<file path="src/rpoc_pkg.sv">
package rpoc_pkg;
    // register byte offsets
    localparam logic [7:0] ADDR_CTRL = 8'h00;
    localparam logic [7:0] ADDR_TIMER_LOAD = 8'h04;
    localparam logic [7:0] ADDR_CMD = 8'h08;
    localparam logic [7:0] ADDR_DIO = 8'h0c;
    localparam logic [7:0] ADDR_STATUS = 8'h10;
    localparam logic [7:0] ADDR_TIMER_LEFT = 8'h14;
    localparam logic [7:0] ADDR_IRQ_STATUS = 8'h18;
    localparam logic [7:0] ADDR_IRQ_MASK = 8'h1c;

    // control register fields
    localparam int CTRL_MODE_LSB = 0;
    localparam int CTRL_TSRC_LSB = 2;
    localparam int CTRL_INHIBIT_LSB = 4;
    localparam int CTRL_FSRC_LSB = 6;
    localparam int CTRL_TIMER_EN_BIT = 9;
    localparam int CTRL_OUT_REQ_BIT = 10;
    localparam logic [10:0] CTRL_RESET = 11'h000;

    // command register bits (write only, self clearing)
    localparam int CMD_BUS_TRIG_BIT = 0;
    localparam int CMD_CLR_LATCH_BIT = 1;

    // status register bits
    localparam int STAT_OUT_ON_BIT = 0;
    localparam int STAT_LATCHED_BIT = 1;
    localparam int STAT_EXPIRED_BIT = 2;
    localparam int STAT_PIN_BIT = 3;

    // interrupt bits
    localparam int IRQ_TRIG_BIT = 0;
    localparam int IRQ_INHIBIT_BIT = 1;
    localparam int IRQ_TIMER_BIT = 2;
    localparam int IRQ_W = 3;

    localparam int TIMER_W = 16;
    localparam logic [TIMER_W-1:0] TIMER_LOAD_RESET = 16'h0000;

    // timing
    localparam int CLK_HZ = 100_000_000;
    localparam int CLK_NS = 1_000_000_000 / CLK_HZ;
    localparam int TRIG_MIN_MS = 5;
    localparam int TRIG_MIN_CYCLES = (TRIG_MIN_MS * 1_000_000 + CLK_NS - 1) / CLK_NS;
    localparam int SECOND_CYCLES = CLK_HZ;

    typedef enum logic [1:0] {
        RPOC_PORT_TRIGGER,
        RPOC_PORT_INHIBIT_FAULT,
        RPOC_PORT_DIO,
        RPOC_PORT_SPARE
    } rpoc_port_mode_t;

    typedef enum logic [1:0] {
        RPOC_TSRC_KEY,
        RPOC_TSRC_EXTERNAL,
        RPOC_TSRC_BUS,
        RPOC_TSRC_NONE
    } rpoc_trig_src_t;

    typedef enum logic [1:0] {
        RPOC_INHIBIT_OFF,
        RPOC_INHIBIT_LATCHING,
        RPOC_INHIBIT_LIVE,
        RPOC_INHIBIT_SPARE
    } rpoc_inhibit_mode_t;

    typedef enum logic [2:0] {
        RPOC_FSRC_OFF,
        RPOC_FSRC_QUES,
        RPOC_FSRC_OPER,
        RPOC_FSRC_ESB,
        RPOC_FSRC_RQS
    } rpoc_fault_src_t;
endpackage

</file>
<file path="src/rpoc_pin_if.sv">
`timescale 1ns/1ps
// conditioned view of the first port pin
interface rpoc_pin_if;
    logic level;
    logic fall;
    logic trig;

    modport cond (output level, output fall, output trig);
    modport user (input level, input fall, input trig);
endinterface

</file>
<file path="src/rpoc_top.sv">
// Behaviour
// - port runs at most one function: trigger, inhibit with fault, or digital I/O; spare mode runs none.
// - trigger function: pin one is trigger input, fault pin left undriven.
// - inhibit function: pin one is remote inhibit, second pin drives fault level.
// - digital I/O function: software reads input pin and sets output pin.
// - three trigger sources; only the selected one yields trigger events.
// - key source: one trigger pulse per shifted trigger key press.
// - external source: pin pulse held high at least 5 ms counts as trigger.
// - bus source: a bus trigger command produces a trigger event.
// - latching inhibit: falling edge turns output off until software clears it.
// - live inhibit: output follows inhibit level, on high, off low.
// - inhibit off: inhibit level and edges do not touch output.
// - enabled timer counts programmed seconds to zero, then output turns off.
// - fault pin is selected status bit inverted.
// - fault source off holds fault pin high.
//
// Local design decisions: strobed register access and the register addresses.
`timescale 1ns/1ps
module rpoc_top #(
    parameter int TRIG_MIN_CYCLES = rpoc_pkg::TRIG_MIN_CYCLES,
    parameter int SECOND_CYCLES = rpoc_pkg::SECOND_CYCLES
) (
    input wire logic clk,
    input wire logic reset_n,
    input wire logic [7:0] reg_addr,
    input wire logic [31:0] reg_wdata,
    input wire logic reg_write,
    input wire logic reg_read,
    output logic [31:0] reg_rdata,
    input wire logic inhibit_input_pin,
    output logic fault_output_pin,
    output logic fault_output_pin_oe,
    input wire logic trigger_key,
    input wire logic [3:0] status_bits,
    output logic trigger_pulse,
    output logic output_on,
    output logic irq
);
    logic [10:0] ctrl;
    logic [rpoc_pkg::TIMER_W-1:0] timer_load;
    logic [rpoc_pkg::TIMER_W-1:0] timer_left;
    logic [31:0] sec_count;
    logic timer_run;
    logic timer_expired;
    logic latched_off;
    logic dio_out;
    logic [rpoc_pkg::IRQ_W-1:0] irq_status;
    logic [rpoc_pkg::IRQ_W-1:0] irq_mask;
    logic [rpoc_pkg::IRQ_W-1:0] irq_event;
    logic out_prev;
    logic out_req_set;
    logic bus_trig;
    logic clr_latch;
    logic next_trigger;
    logic inhibit_force_off;
    logic inhibit_trip;
    logic fault_level;
    logic [31:0] next_rdata;
    rpoc_pkg::rpoc_port_mode_t port_mode;
    rpoc_pkg::rpoc_trig_src_t trig_src;
    rpoc_pkg::rpoc_inhibit_mode_t inhibit_mode;
    rpoc_pkg::rpoc_fault_src_t fault_src;

    rpoc_pin_if pin1();

    rpoc_pin_cond #(
        .MIN_PULSE_CYCLES(TRIG_MIN_CYCLES)
    ) u_pin_cond (
        .clk(clk),
        .reset_n(reset_n),
        .pin(inhibit_input_pin),
        .port(pin1.cond)
    );

    // true for a write strobe to one register
    function automatic logic wr_hit(input logic we, input logic [7:0] a, input logic [7:0] t);
        wr_hit = we && (a == t);
    endfunction

    // decoded control fields; a single mode field keeps functions exclusive
    assign port_mode = rpoc_pkg::rpoc_port_mode_t'(ctrl[rpoc_pkg::CTRL_MODE_LSB +: 2]);
    assign trig_src = rpoc_pkg::rpoc_trig_src_t'(ctrl[rpoc_pkg::CTRL_TSRC_LSB +: 2]);
    assign inhibit_mode = rpoc_pkg::rpoc_inhibit_mode_t'(ctrl[rpoc_pkg::CTRL_INHIBIT_LSB +: 2]);
    assign fault_src = rpoc_pkg::rpoc_fault_src_t'(ctrl[rpoc_pkg::CTRL_FSRC_LSB +: 3]);

    // command strobes
    assign bus_trig = wr_hit(reg_write, reg_addr, rpoc_pkg::ADDR_CMD)
        && reg_wdata[rpoc_pkg::CMD_BUS_TRIG_BIT];
    assign clr_latch = wr_hit(reg_write, reg_addr, rpoc_pkg::ADDR_CMD)
        && reg_wdata[rpoc_pkg::CMD_CLR_LATCH_BIT];
    // turning the output on rearms timer and clears a latched inhibit
    assign out_req_set = wr_hit(reg_write, reg_addr, rpoc_pkg::ADDR_CTRL)
        && reg_wdata[rpoc_pkg::CTRL_OUT_REQ_BIT] && !ctrl[rpoc_pkg::CTRL_OUT_REQ_BIT];

    // control register
    always_ff @(posedge clk or negedge reset_n) begin
        if (!reset_n) begin
            ctrl <= rpoc_pkg::CTRL_RESET;
        end else if (wr_hit(reg_write, reg_addr, rpoc_pkg::ADDR_CTRL)) begin
            ctrl <= reg_wdata[10:0];
        end
    end

    // timer preset in seconds
    always_ff @(posedge clk or negedge reset_n) begin
        if (!reset_n) begin
            timer_load <= rpoc_pkg::TIMER_LOAD_RESET;
        end else if (wr_hit(reg_write, reg_addr, rpoc_pkg::ADDR_TIMER_LOAD)) begin
            timer_load <= reg_wdata[rpoc_pkg::TIMER_W-1:0];
        end
    end

    // digital output value, only reaches the pin in digital I/O function
    always_ff @(posedge clk or negedge reset_n) begin
        if (!reset_n) begin
            dio_out <= 1'b0;
        end else if (wr_hit(reg_write, reg_addr, rpoc_pkg::ADDR_DIO)) begin
            dio_out <= reg_wdata[0];
        end
    end

    // trigger source select; other sources are ignored entirely
    always_comb begin
        next_trigger = 1'b0;
        case (trig_src)
            rpoc_pkg::RPOC_TSRC_KEY: begin
                next_trigger = trigger_key;
            end
            rpoc_pkg::RPOC_TSRC_EXTERNAL: begin
                // pin one is only a trigger in trigger function
                next_trigger = pin1.trig && (port_mode == rpoc_pkg::RPOC_PORT_TRIGGER);
            end
            rpoc_pkg::RPOC_TSRC_BUS: begin
                next_trigger = bus_trig;
            end
            default: begin
                next_trigger = 1'b0;
            end
        endcase
    end

    // registered; one cycle wide for bus and pin sources, as wide as the key press for the key source
    always_ff @(posedge clk or negedge reset_n) begin
        if (!reset_n) begin
            trigger_pulse <= 1'b0;
        end else begin
            trigger_pulse <= next_trigger;
        end
    end

    // latching inhibit: set wins over a clear in the same cycle
    always_ff @(posedge clk or negedge reset_n) begin
        if (!reset_n) begin
            latched_off <= 1'b0;
        end else if (port_mode == rpoc_pkg::RPOC_PORT_INHIBIT_FAULT
                && inhibit_mode == rpoc_pkg::RPOC_INHIBIT_LATCHING && pin1.fall) begin
            latched_off <= 1'b1;
        end else if (clr_latch || out_req_set
                || inhibit_mode != rpoc_pkg::RPOC_INHIBIT_LATCHING) begin
            latched_off <= 1'b0;
        end
    end

    // inhibit decision per mode
    always_comb begin
        inhibit_force_off = 1'b0;
        if (port_mode == rpoc_pkg::RPOC_PORT_INHIBIT_FAULT) begin
            case (inhibit_mode)
                rpoc_pkg::RPOC_INHIBIT_LATCHING: begin
                    inhibit_force_off = latched_off;
                end
                rpoc_pkg::RPOC_INHIBIT_LIVE: begin
                    inhibit_force_off = !pin1.level;
                end
                default: begin
                    inhibit_force_off = 1'b0;
                end
            endcase
        end
    end

    // one-second prescaler, runs only while the timer counts
    always_ff @(posedge clk or negedge reset_n) begin
        if (!reset_n) begin
            sec_count <= 32'h0000_0000;
        end else if (!timer_run || out_req_set) begin
            sec_count <= 32'h0000_0000;
        end else if (sec_count >= 32'(SECOND_CYCLES - 1)) begin
            sec_count <= 32'h0000_0000;
        end else begin
            sec_count <= sec_count + 32'h0000_0001;
        end
    end

    assign timer_run = ctrl[rpoc_pkg::CTRL_TIMER_EN_BIT] && output_on && !timer_expired;

    // output timer countdown; reloaded whenever output is requested on
    always_ff @(posedge clk or negedge reset_n) begin
        if (!reset_n) begin
            timer_left <= rpoc_pkg::TIMER_LOAD_RESET;
            timer_expired <= 1'b0;
        end else if (out_req_set || !ctrl[rpoc_pkg::CTRL_TIMER_EN_BIT]) begin
            timer_left <= timer_load;
            timer_expired <= 1'b0;
        end else if (timer_run && timer_left == rpoc_pkg::TIMER_LOAD_RESET) begin
            timer_expired <= 1'b1;
        end else if (timer_run && sec_count >= 32'(SECOND_CYCLES - 1)) begin
            timer_left <= timer_left - 16'h0001;
        end
    end

    // output enable: request gated by inhibit and expired timer
    assign output_on = ctrl[rpoc_pkg::CTRL_OUT_REQ_BIT] && !inhibit_force_off
        && !timer_expired;

    // fault level is the chosen status bit inverted, high when off
    always_comb begin
        fault_level = 1'b1;
        case (fault_src)
            rpoc_pkg::RPOC_FSRC_QUES: begin
                fault_level = !status_bits[0];
            end
            rpoc_pkg::RPOC_FSRC_OPER: begin
                fault_level = !status_bits[1];
            end
            rpoc_pkg::RPOC_FSRC_ESB: begin
                fault_level = !status_bits[2];
            end
            rpoc_pkg::RPOC_FSRC_RQS: begin
                fault_level = !status_bits[3];
            end
            default: begin
                fault_level = 1'b1;
            end
        endcase
    end

    // second pin: fault in inhibit function, data in I/O, undriven for trigger
    always_ff @(posedge clk or negedge reset_n) begin
        if (!reset_n) begin
            fault_output_pin <= 1'b1;
            fault_output_pin_oe <= 1'b0;
        end else begin
            case (port_mode)
                rpoc_pkg::RPOC_PORT_INHIBIT_FAULT: begin
                    fault_output_pin <= fault_level;
                    fault_output_pin_oe <= 1'b1;
                end
                rpoc_pkg::RPOC_PORT_DIO: begin
                    fault_output_pin <= dio_out;
                    fault_output_pin_oe <= 1'b1;
                end
                default: begin
                    fault_output_pin <= 1'b1;
                    fault_output_pin_oe <= 1'b0;
                end
            endcase
        end
    end

    // interrupt events: trigger, inhibit switch-off, timer expiry
    always_ff @(posedge clk or negedge reset_n) begin
        if (!reset_n) begin
            out_prev <= 1'b0;
        end else begin
            out_prev <= timer_expired;
        end
    end

    // falling inhibit edge that takes a requested output off; the edge itself
    // is used because latched_off only follows it one cycle later
    assign inhibit_trip = port_mode == rpoc_pkg::RPOC_PORT_INHIBIT_FAULT && pin1.fall
        && ctrl[rpoc_pkg::CTRL_OUT_REQ_BIT]
        && (inhibit_mode == rpoc_pkg::RPOC_INHIBIT_LATCHING
        || inhibit_mode == rpoc_pkg::RPOC_INHIBIT_LIVE);

    assign irq_event[rpoc_pkg::IRQ_TRIG_BIT] = next_trigger;
    assign irq_event[rpoc_pkg::IRQ_INHIBIT_BIT] = inhibit_trip;
    assign irq_event[rpoc_pkg::IRQ_TIMER_BIT] = timer_expired && !out_prev;

    // sticky status, write one to clear, a new event wins over the clear
    always_ff @(posedge clk or negedge reset_n) begin
        if (!reset_n) begin
            irq_status <= 3'h0;
        end else if (wr_hit(reg_write, reg_addr, rpoc_pkg::ADDR_IRQ_STATUS)) begin
            irq_status <= (irq_status & ~reg_wdata[rpoc_pkg::IRQ_W-1:0]) | irq_event;
        end else begin
            irq_status <= irq_status | irq_event;
        end
    end

    always_ff @(posedge clk or negedge reset_n) begin
        if (!reset_n) begin
            irq_mask <= 3'h0;
        end else if (wr_hit(reg_write, reg_addr, rpoc_pkg::ADDR_IRQ_MASK)) begin
            irq_mask <= reg_wdata[rpoc_pkg::IRQ_W-1:0];
        end
    end

    assign irq = |(irq_status & irq_mask);

    // read mux; unmapped addresses read zero
    always_comb begin
        next_rdata = 32'h0000_0000;
        case (reg_addr)
            rpoc_pkg::ADDR_CTRL: begin
                next_rdata = {21'h000000, ctrl};
            end
            rpoc_pkg::ADDR_TIMER_LOAD: begin
                next_rdata = {16'h0000, timer_load};
            end
            rpoc_pkg::ADDR_DIO: begin
                next_rdata = {30'h00000000, dio_out, pin1.level};
            end
            rpoc_pkg::ADDR_STATUS: begin
                next_rdata = {28'h0000000, pin1.level, timer_expired, latched_off, output_on};
            end
            rpoc_pkg::ADDR_TIMER_LEFT: begin
                next_rdata = {16'h0000, timer_left};
            end
            rpoc_pkg::ADDR_IRQ_STATUS: begin
                next_rdata = {29'h00000000, irq_status};
            end
            rpoc_pkg::ADDR_IRQ_MASK: begin
                next_rdata = {29'h00000000, irq_mask};
            end
            default: begin
                next_rdata = 32'h0000_0000;
            end
        endcase
    end

    // read data stand only in the cycle after the read strobe
    always_ff @(posedge clk or negedge reset_n) begin
        if (!reset_n) begin
            reg_rdata <= 32'h0000_0000;
        end else if (reg_read) begin
            reg_rdata <= next_rdata;
        end else begin
            reg_rdata <= 32'h0000_0000;
        end
    end
endmodule

</file>
<file path="src/rpoc_pin_cond.sv">
`timescale 1ns/1ps
module rpoc_pin_cond #(
    parameter int MIN_PULSE_CYCLES = rpoc_pkg::TRIG_MIN_CYCLES
) (
    input wire logic clk,
    input wire logic reset_n,
    input wire logic pin,
    rpoc_pin_if.cond port
);
    logic meta;
    logic sync;
    logic prev;
    logic [31:0] high_count;
    logic fired;

    // two-stage synchroniser, meta read only by sync
    always_ff @(posedge clk or negedge reset_n) begin
        if (!reset_n) begin
            meta <= 1'b1;
            sync <= 1'b1;
            prev <= 1'b1;
        end else begin
            meta <= pin;
            sync <= meta;
            prev <= sync;
        end
    end

    // qualify trigger pulses: high for the least width, one event per pulse
    always_ff @(posedge clk or negedge reset_n) begin
        if (!reset_n) begin
            high_count <= 32'h0000_0000;
            fired <= 1'b0;
        end else if (!sync) begin
            high_count <= 32'h0000_0000;
            fired <= 1'b0;
        end else if (!fired) begin
            if (high_count >= 32'(MIN_PULSE_CYCLES - 1)) begin
                fired <= 1'b1;
            end else begin
                high_count <= high_count + 32'h0000_0001;
            end
        end
    end

    assign port.level = sync;
    assign port.fall = prev & ~sync;
    assign port.trig = sync & ~fired & (high_count >= 32'(MIN_PULSE_CYCLES - 1));
endmodule

</file>
<file path="config.mk">
export PLATFORM = sky130hd
export DESIGN_NAME = rpoc_top
export DESIGN_NICKNAME = d
export VERILOG_FILES = /design/src/rpoc_pkg.sv /design/src/rpoc_pin_if.sv /design/src/rpoc_top.sv /design/src/rpoc_pin_cond.sv
export SDC_FILE = /design/constraint.sdc
export NUM_CORES = 1
export LEC_CHECK = 0
export BUFFER_PORTS_ARGS = -buffer_cell sky130_fd_sc_hd__buf_2
export CORE_MARGIN = 2
export CORE_UTILIZATION = 60
export DETAILED_ROUTE_END_ITERATION = 10
export PLACE_DENSITY_LB_ADDON = 0.12
export SETUP_SLACK_MARGIN = 0.5
export SYNTH_ARGS = -nofsm -noshare
export SYNTH_HDL_FRONTEND = slang
export SYNTH_SLANG_ARGS = --single-unit
</file>
<file path="constraint.sdc">
create_clock -name clk -period 7 [get_ports clk]
set_clock_uncertainty 0.05 [all_clocks]
set_input_delay 1.4 -clock clk [delete_from_list [all_inputs] [get_ports clk]]
set_output_delay 1.4 -clock clk [all_outputs]
set_load 0.01 [all_outputs]
</file>
==> results of run 1 <==
[Yosys cell counts, drive strengths merged, types with 2 or more instances]
cell type and number:
o211ai 4, a21o 3, o21a 2, a222oi 3, nor3 23, nor2 63
nand2b 9, nor4 10, ha 8, a31oi 2, or4 6, o31ai 4
a221o 6, dfrtp 136, mux2 32, and4 5, a32o 2, nand3b 3
nor3b 4, clkbuf 17, nand2 47, nand3 29, a221oi 3, a21boi 4
or3 9, and2 26, a21oi 21, buf 21, mux2i 5, nand4b 3
o21ai 26, nand4 12, a22oi 18, o22ai 2, xnor2 17, and3 7
nor4b 2, inv 16, a311oi 3, dfstp 4, xor2 17
[flip-flops by register name, summed over array words and instances, names as in the netlist]
register / flops
timer_load: 16
u_pin_cond.fired: 1
reg_rdata: 16
fault_output_pin: 1
ctrl: 11
dio_out: 1
out_prev: 1
trigger_pulse: 1
u_pin_cond.port.level: 1
sec_count: 32
irq_status: 3
timer_left: 16
u_pin_cond.high_count: 32
u_pin_cond.prev: 1
fault_output_pin_oe: 1
irq_mask: 3
u_pin_cond.meta: 1
latched_off: 1
timer_expired: 1
[layout make-up]
| class | instances | area (µm²) | share of cell area |
|---|---|---|---|
| Sequential cell | 140 | 3510 | 0.457 |
| Multi-Input combinational cell | 471 | 3030 | 0.394 |
| Clock buffer | 18 | 428 | 0.0557 |
| Timing Repair Buffer | 58 | 307 | 0.0399 |
| Tap cell | 140 | 175 | 0.0228 |
| Clock inverter | 13 | 174 | 0.0226 |
| Inverter | 16 | 60.1 | 0.00782 |
[cells in the final DEF, fill, tap and decap left out, types with 6 or more instances in the layout]
master     instances
dfrtp_1          136
nor2_1            62
buf_2             53
nand2_1           46
mux2_2            32
nand3_1           29
and2_1            26
o21ai_0           24
nor3_1            23
a21oi_1           21
conb_1            21
a22oi_1           18
xnor2_1           17
xor2_1            17
inv_1             16
clkbuf_16         16
nand4_1           12
nand2b_1           9
nor4_1             8
or3_1              8
ha_1               8
and3_1             7
a221o_1            6
clkinv_2           6
[cells by family (layout without fill, tap and decap cells)]
family / count (synthesis) / after routing / synth area share
buffers and inverters: 54 / 105 / 0.0412
AND/OR/NAND/NOR: 261 / 261 / 0.206
multiplexers: 37 / 37 / 0.0609
other: 1 / 21 / 0.000557
flip-flops: 140 / 140 / 0.521
XOR/XNOR: 34 / 34 / 0.0442
adder cells (fa/ha/maj): 8 / 8 / 0.0149
AO/OA/AOI/OAI: 110 / 110 / 0.111
[power by group through the flow]
stage	clock network, mW	logic, mW	registers (mW)
6_report	0.920	0.133	0.854
3_3_place_gp	0	0.127	0.866
4_1_cts	0.938	0.133	0.853
3_5_place_dp	0	0.132	0.867
5_1_grt	0.969	0.150	0.857
2_1_floorplan	0	0.0918	0.859
[per-stage QoR]
step	setup slack [ps]	instance area, µm²	hold slack, ps	util
2_1_floorplan	3970	6810	295	-
3_3_place_gp	2610	7080	297	0.650
3_5_place_dp	2600	7080	303	0.650
4_1_cts	2810	7680	310	0.705
5_1_grt	2650	7680	316	0.705
6_report	2820	7680	308	0.705
[routing by layer]
layer	track usage	part of all wire
met4	0.0949	0.016
met2	0.403	0.48
met3	0.0735	0.069
met5	0	0
met1	0.360	0.43
[worst min path at each step]
stage	startpoint	end	slack, ps	depth (start not counted)
final	u_pin_cond.meta	u_pin_cond.port.level	310	0
after global routing	u_pin_cond.meta	u_pin_cond.port.level	320	0
after CTS	u_pin_cond.meta	u_pin_cond.port.level	310	0
after detailed placement	u_pin_cond.meta	u_pin_cond.port.level	300	0
after global placement	u_pin_cond.meta	u_pin_cond.port.level	300	0
after floorplan	u_pin_cond.meta	u_pin_cond.port.level	300	0
==> results.yml, run 1 <==
power_and_ir_drop:
  p_clk_frac: 0.483
  switching_power_mw: 0.444
  p_int_mw: 1.46
  ir_drop_mv: 0.201
  pwr-share-seq: 0.448
  total_power_mw: 1.91
  p_comb_frac: 0.070
  p_per_area_nw_per_um2: 248
  leakagePower_nw: 3.47
  switching_share: 0.233
worst_setup_path:
  cp_num_cells: 4
  cp-startpoint: "u_pin_cond.port.level"
  critPathTopFamily: "flip-flops"
  path_class: "reg2out"
  critical_path.endpoint: "output_on"
  worstSetupEndpointType: "output port"
  arrival_ps: 2730
  r2r_cells: 6
  cp.required_ps: 5550
  critPathSlowestCell: "dfstp_2"
  cp_cell_sequence: "nand2b_1 > a21oi_1 > nor3b_1 > buf_2"
  cp_slowest_stage_delay_ps: 950
  start_kind: "flip-flop"
  rr_endpoint: "timer_left[15]"
  ff2ff_setup_slack_ps: 3580
  crit_fanout: 43
  timing.rr.start: "u_pin_cond.port.level"
  worst-path-buf-inv: 1
sta:
  finalCriticalPeriod_ps: 4180
  tns_ps: 0
  worst_pin_slew_ps: 1160
  post-route-period-util: 0.597
  rsz0062_at_grt: "false"
  maxSlewViolCount: 0
  fmax_mhz: 239
  relSlewSlack: 0.221
  hold_viol_final: 0
  setup_viol: 0
drt:
  wl_per_cell_um: 17.1
  drtPass1Iterations: 8
  drc: 0
  vias_per_cell: 5.98
  drtIter0Drc: 442
  drt-total-wl_um: 14600
  num_vias: 5119
  ant_nets: 0
yosys:
  ys_top_cells_by_area: "dfrtp_1 51%, mux2_2 5.3%, nor2_1 3.5%"
  synth.distinct_cells: 63
  synth_top_area_frac: 0.505
  synthFlopType: "dfrtp_1"
  yosysTopAreaCell: "dfrtp_1"
  synth_edf_count: 0
  avgSynthCellArea_um2: 10.4
  ys_warn_count: 0
  syn_area_um2: 6740
  synthArstFlopShare: 1.00
  ys_ff_latch: 140
  yosysSeqAreaShare: 0.521
  syn_inst: 645
floorplan:
  fp.dieW_um: 110
  die_area_um2: 12100
  io_pins: 87
  row_count: 38
  start_util: 0.619
  core_area_um2: 10900
  die_y_um: 110
clock_network:
  cts_tree: "yes"
  ctsRootBufferMaster: "clkbuf_8"
  numCtsBuffers: 17
  post-cts-setup-buffers: 0
  cts.sinks: 140
  clockBufferDepth: 2
  cts.clk_slew.worst_paths_ps: 60
  cts.htree.levels: 4
  cts_resized: 0
  clkLatencyLatePin_ps: 540
  hold_buffers: 0
cells_and_area:
  nFillCells: 820
  area_delta_synth_final_pct: 14.0
  final_cells: 856
  final_nets: 762
  antenna_cells: 0
  post_route_cells_drive_above_1_share: 0.187
global_routing:
  grt_pass1_vias: 4979
  grt.total_usage: 0.263
  grt_pass1_wl_um: 24100
  grt_max_degree: 80
  overflow: 0
  antenna_found_initial: 0
hold_path:
  hold_path.class: "reg2reg"
placed_design:
  dp.cells: 825
  gp_congestion: 0.900
  hpwl_um: 9540
  port_buffers: 54
run_status:
  status: "completed"
run:
  max-cap-violations: 0
(Power assumes the default switching activity.)
==> run 2, diff against run 1 <==
--- a/config.mk
+++ b/config.mk
@@ -7,7 +7,7 @@
 export LEC_CHECK = 0
 export BUFFER_PORTS_ARGS = -buffer_cell sky130_fd_sc_hd__buf_2
 export CORE_MARGIN = 2
-export CORE_UTILIZATION = 60
+export CORE_UTILIZATION = 52
 export DETAILED_ROUTE_END_ITERATION = 10
 export PLACE_DENSITY_LB_ADDON = 0.12
 export SETUP_SLACK_MARGIN = 0.5
==> constraint.sdc (replaced) <==
create_clock -name clk -period 3.4 [get_ports clk]
set_clock_uncertainty 0.05 [all_clocks]
set_input_delay 0.68 -clock clk [delete_from_list [all_inputs] [get_ports clk]]
set_output_delay 0.68 -clock clk [all_outputs]
set_load 0.01 [all_outputs]
==> results.yml, run 2 (synthesis results as in run 1) <==
worst_setup_path:
  start_kind: "flip-flop"
  crit_fanout: 18
  path_class: "reg2reg"
  cp_cell_sequence: "inv_1 > ha_1 > or4b_1 > nor4_4 > nor3_1 > nand2_2 > o21ai_0 > a221o_1"
  critPathSlowestCell: "or4b_1"
  cp.required_ps: 3660
  worstSetupEndpointType: "flip-flop"
  arrival_ps: 3000
  cp_slowest_stage_delay_ps: 550
global_routing:
  grt_max_degree: 80
  antenna_found_initial: 0
  grt_pass1_wl_um: 24700
  grt.total_usage: 0.224
  overflow: 0
  grt_pass1_vias: 4863
sta:
  fmax_mhz: 366
  setup_viol: 0
  relSlewSlack: 0.380
  maxSlewViolCount: 0
  post-route-period-util: 0.804
  hold_viol_final: 0
  rsz0062_at_grt: "false"
  hold_slack_ps: 226
  finalCriticalPeriod_ps: 2730
  worst_pin_slew_ps: 926
  tns_ps: 0
cells_and_area:
  multi_input_area_um2: 3030
  regArea_um2: 3510
  mostFrequentLayoutCells: "136 x dfrtp_1, 62 x nor2_1, 53 x buf_2"
  post_route_cells_drive_above_1_share: 0.197
  final_nets: 770
  antenna_cells: 0
  area_delta_synth_final_pct: 16.7
  layout_commonest_cell: "dfrtp_1"
  nFillCells: 1054
  top_regs: "sec_count (32), u_pin_cond.high_count (32)"
floorplan:
  die_y_um: 118
  fp.dieW_um: 118
  die_area_um2: 13900
  io_pins: 87
  start_util: 0.534
  core_area_um2: 12600
  row_count: 41
placed_design:
  port_buffers: 54
  gp_congestion: 0.915
  hpwl_um: 9840
clock_network:
  cts.clk_slew.worst_paths_ps: 60
  numCtsBuffers: 17
  hold_buffers: 0
  cts_tree: "yes"
  cts.sinks: 140
  cts.htree.levels: 4
  clkLatencyLatePin_ps: 430
  post-cts-setup-buffers: 0
  clockBufferDepth: 2
  ctsRootBufferMaster: "clkbuf_16"
drt:
  vias_per_cell: 5.69
  drc: 0
  num_vias: 5103
  drt-total-wl_um: 14900
  drtIter0Drc: 405
  wl_per_cell_um: 16.6
  drtPass1Iterations: 5
  ant_nets: 0
run_status:
  status: "completed"
power_and_ir_drop:
  ir_drop_mv: 0.450
  p_clk_frac: 0.506
  p_per_area_nw_per_um2: 525
  switching_share: 0.225
  p_int_mw: 3.20
  p_comb_frac: 0.069
  switching_power_mw: 0.931
  leakagePower_nw: 3.54
  pwr-share-seq: 0.424
hold_path:
  hold_path.class: "in2async"
run:
  max-cap-violations: 0
-- run 2: cell count changes in the layout (fill, tap and decap cells not counted) --
cell | before | now
clkinv_4 | 1 | 2
clkbuf_16 | 16 | 17
o21ai_0 | 24 | 23
inv_6 | 0 | 2
o21ai_2 | 0 | 1
buf_4 | 4 | 11
clkbuf_8 | 2 | 0
buf_12 | 0 | 1
bufinv_16 | 4 | 6
clkbuf_1 | 0 | 1
clkinv_2 | 6 | 2
-- run 2: timing repair --
item,in CTS,in global routing
pin swaps,0,0
setup endpoints to repair,5,1
gates resized for setup,1,1
-- run 2: path summary, 6_finish.rpt --
path                                 start                   endpoint  depth (start not counted)  slack (ps)
max in group asynchronous          reset_n            u_pin_cond.prev                          2        2250
hold / removal                     reset_n  u_pin_cond.high_count[28]                          1         230
hold reg to reg            u_pin_cond.meta      u_pin_cond.port.level                          0         310
setup / recovery             timer_left[0]             timer_left[15]                          8         670
setup reg to reg             timer_left[0]             timer_left[15]                          8         670
min in group clk           u_pin_cond.meta      u_pin_cond.port.level                          0         310
-- run 2: worst max-delay path, delay by kind of cell (launching register included) --
| family | cells | cell delay, ps |
|---|---|---|
| simple gates | 4 | 1360 |
| compound gates | 2 | 490 |
| flops | 1 | 400 |
| fa+ha+maj | 1 | 220 |
| buf+inv | 1 | 110 |
-- run 2: final cells by class --
type	instances	share of cell area
repair buffers	66	0.0482
clock buffers	18	0.0546
well taps	172	0.0274
flip-flops and latches	140	0.446
multi-input cells	471	0.385
clock inverters	14	0.0306
inverters	16	0.00764
-- run 2: metrics by stage --
stage	instance area (µm²)	worst slack, ps	cells	total power, mW	util
3_5_place_dp	7190	393	865	2.06	0.570
4_1_cts	7860	682	897	4.17	0.623
6_report	7860	667	897	4.13	0.623
5_1_grt	7860	519	897	4.28	0.623
2_1_floorplan	6810	975	665	1.96	-
3_3_place_gp	7190	437	865	2.06	0.570
-- run 2: per-layer routing --
metal,vias to the layer above,share of wire,track usage
li1,2429,-,-
met1,2499,0.48,0.321
met2,157,0.46,0.331
met3,18,0.054,0.0581
met4,0,0.011,0.0768
met5,-,0,0
-- run 2: power groups by stage --
stage / Sequential (mW) / Combinational [mW] / Clock (mW)
finish: 1.75 / 0.287 / 2.09
floorplan: 1.77 / 0.189 / 0
detailed placement: 1.78 / 0.285 / 0
global route: 1.76 / 0.321 / 2.20
global placement: 1.78 / 0.279 / 0
CTS: 1.75 / 0.288 / 2.13
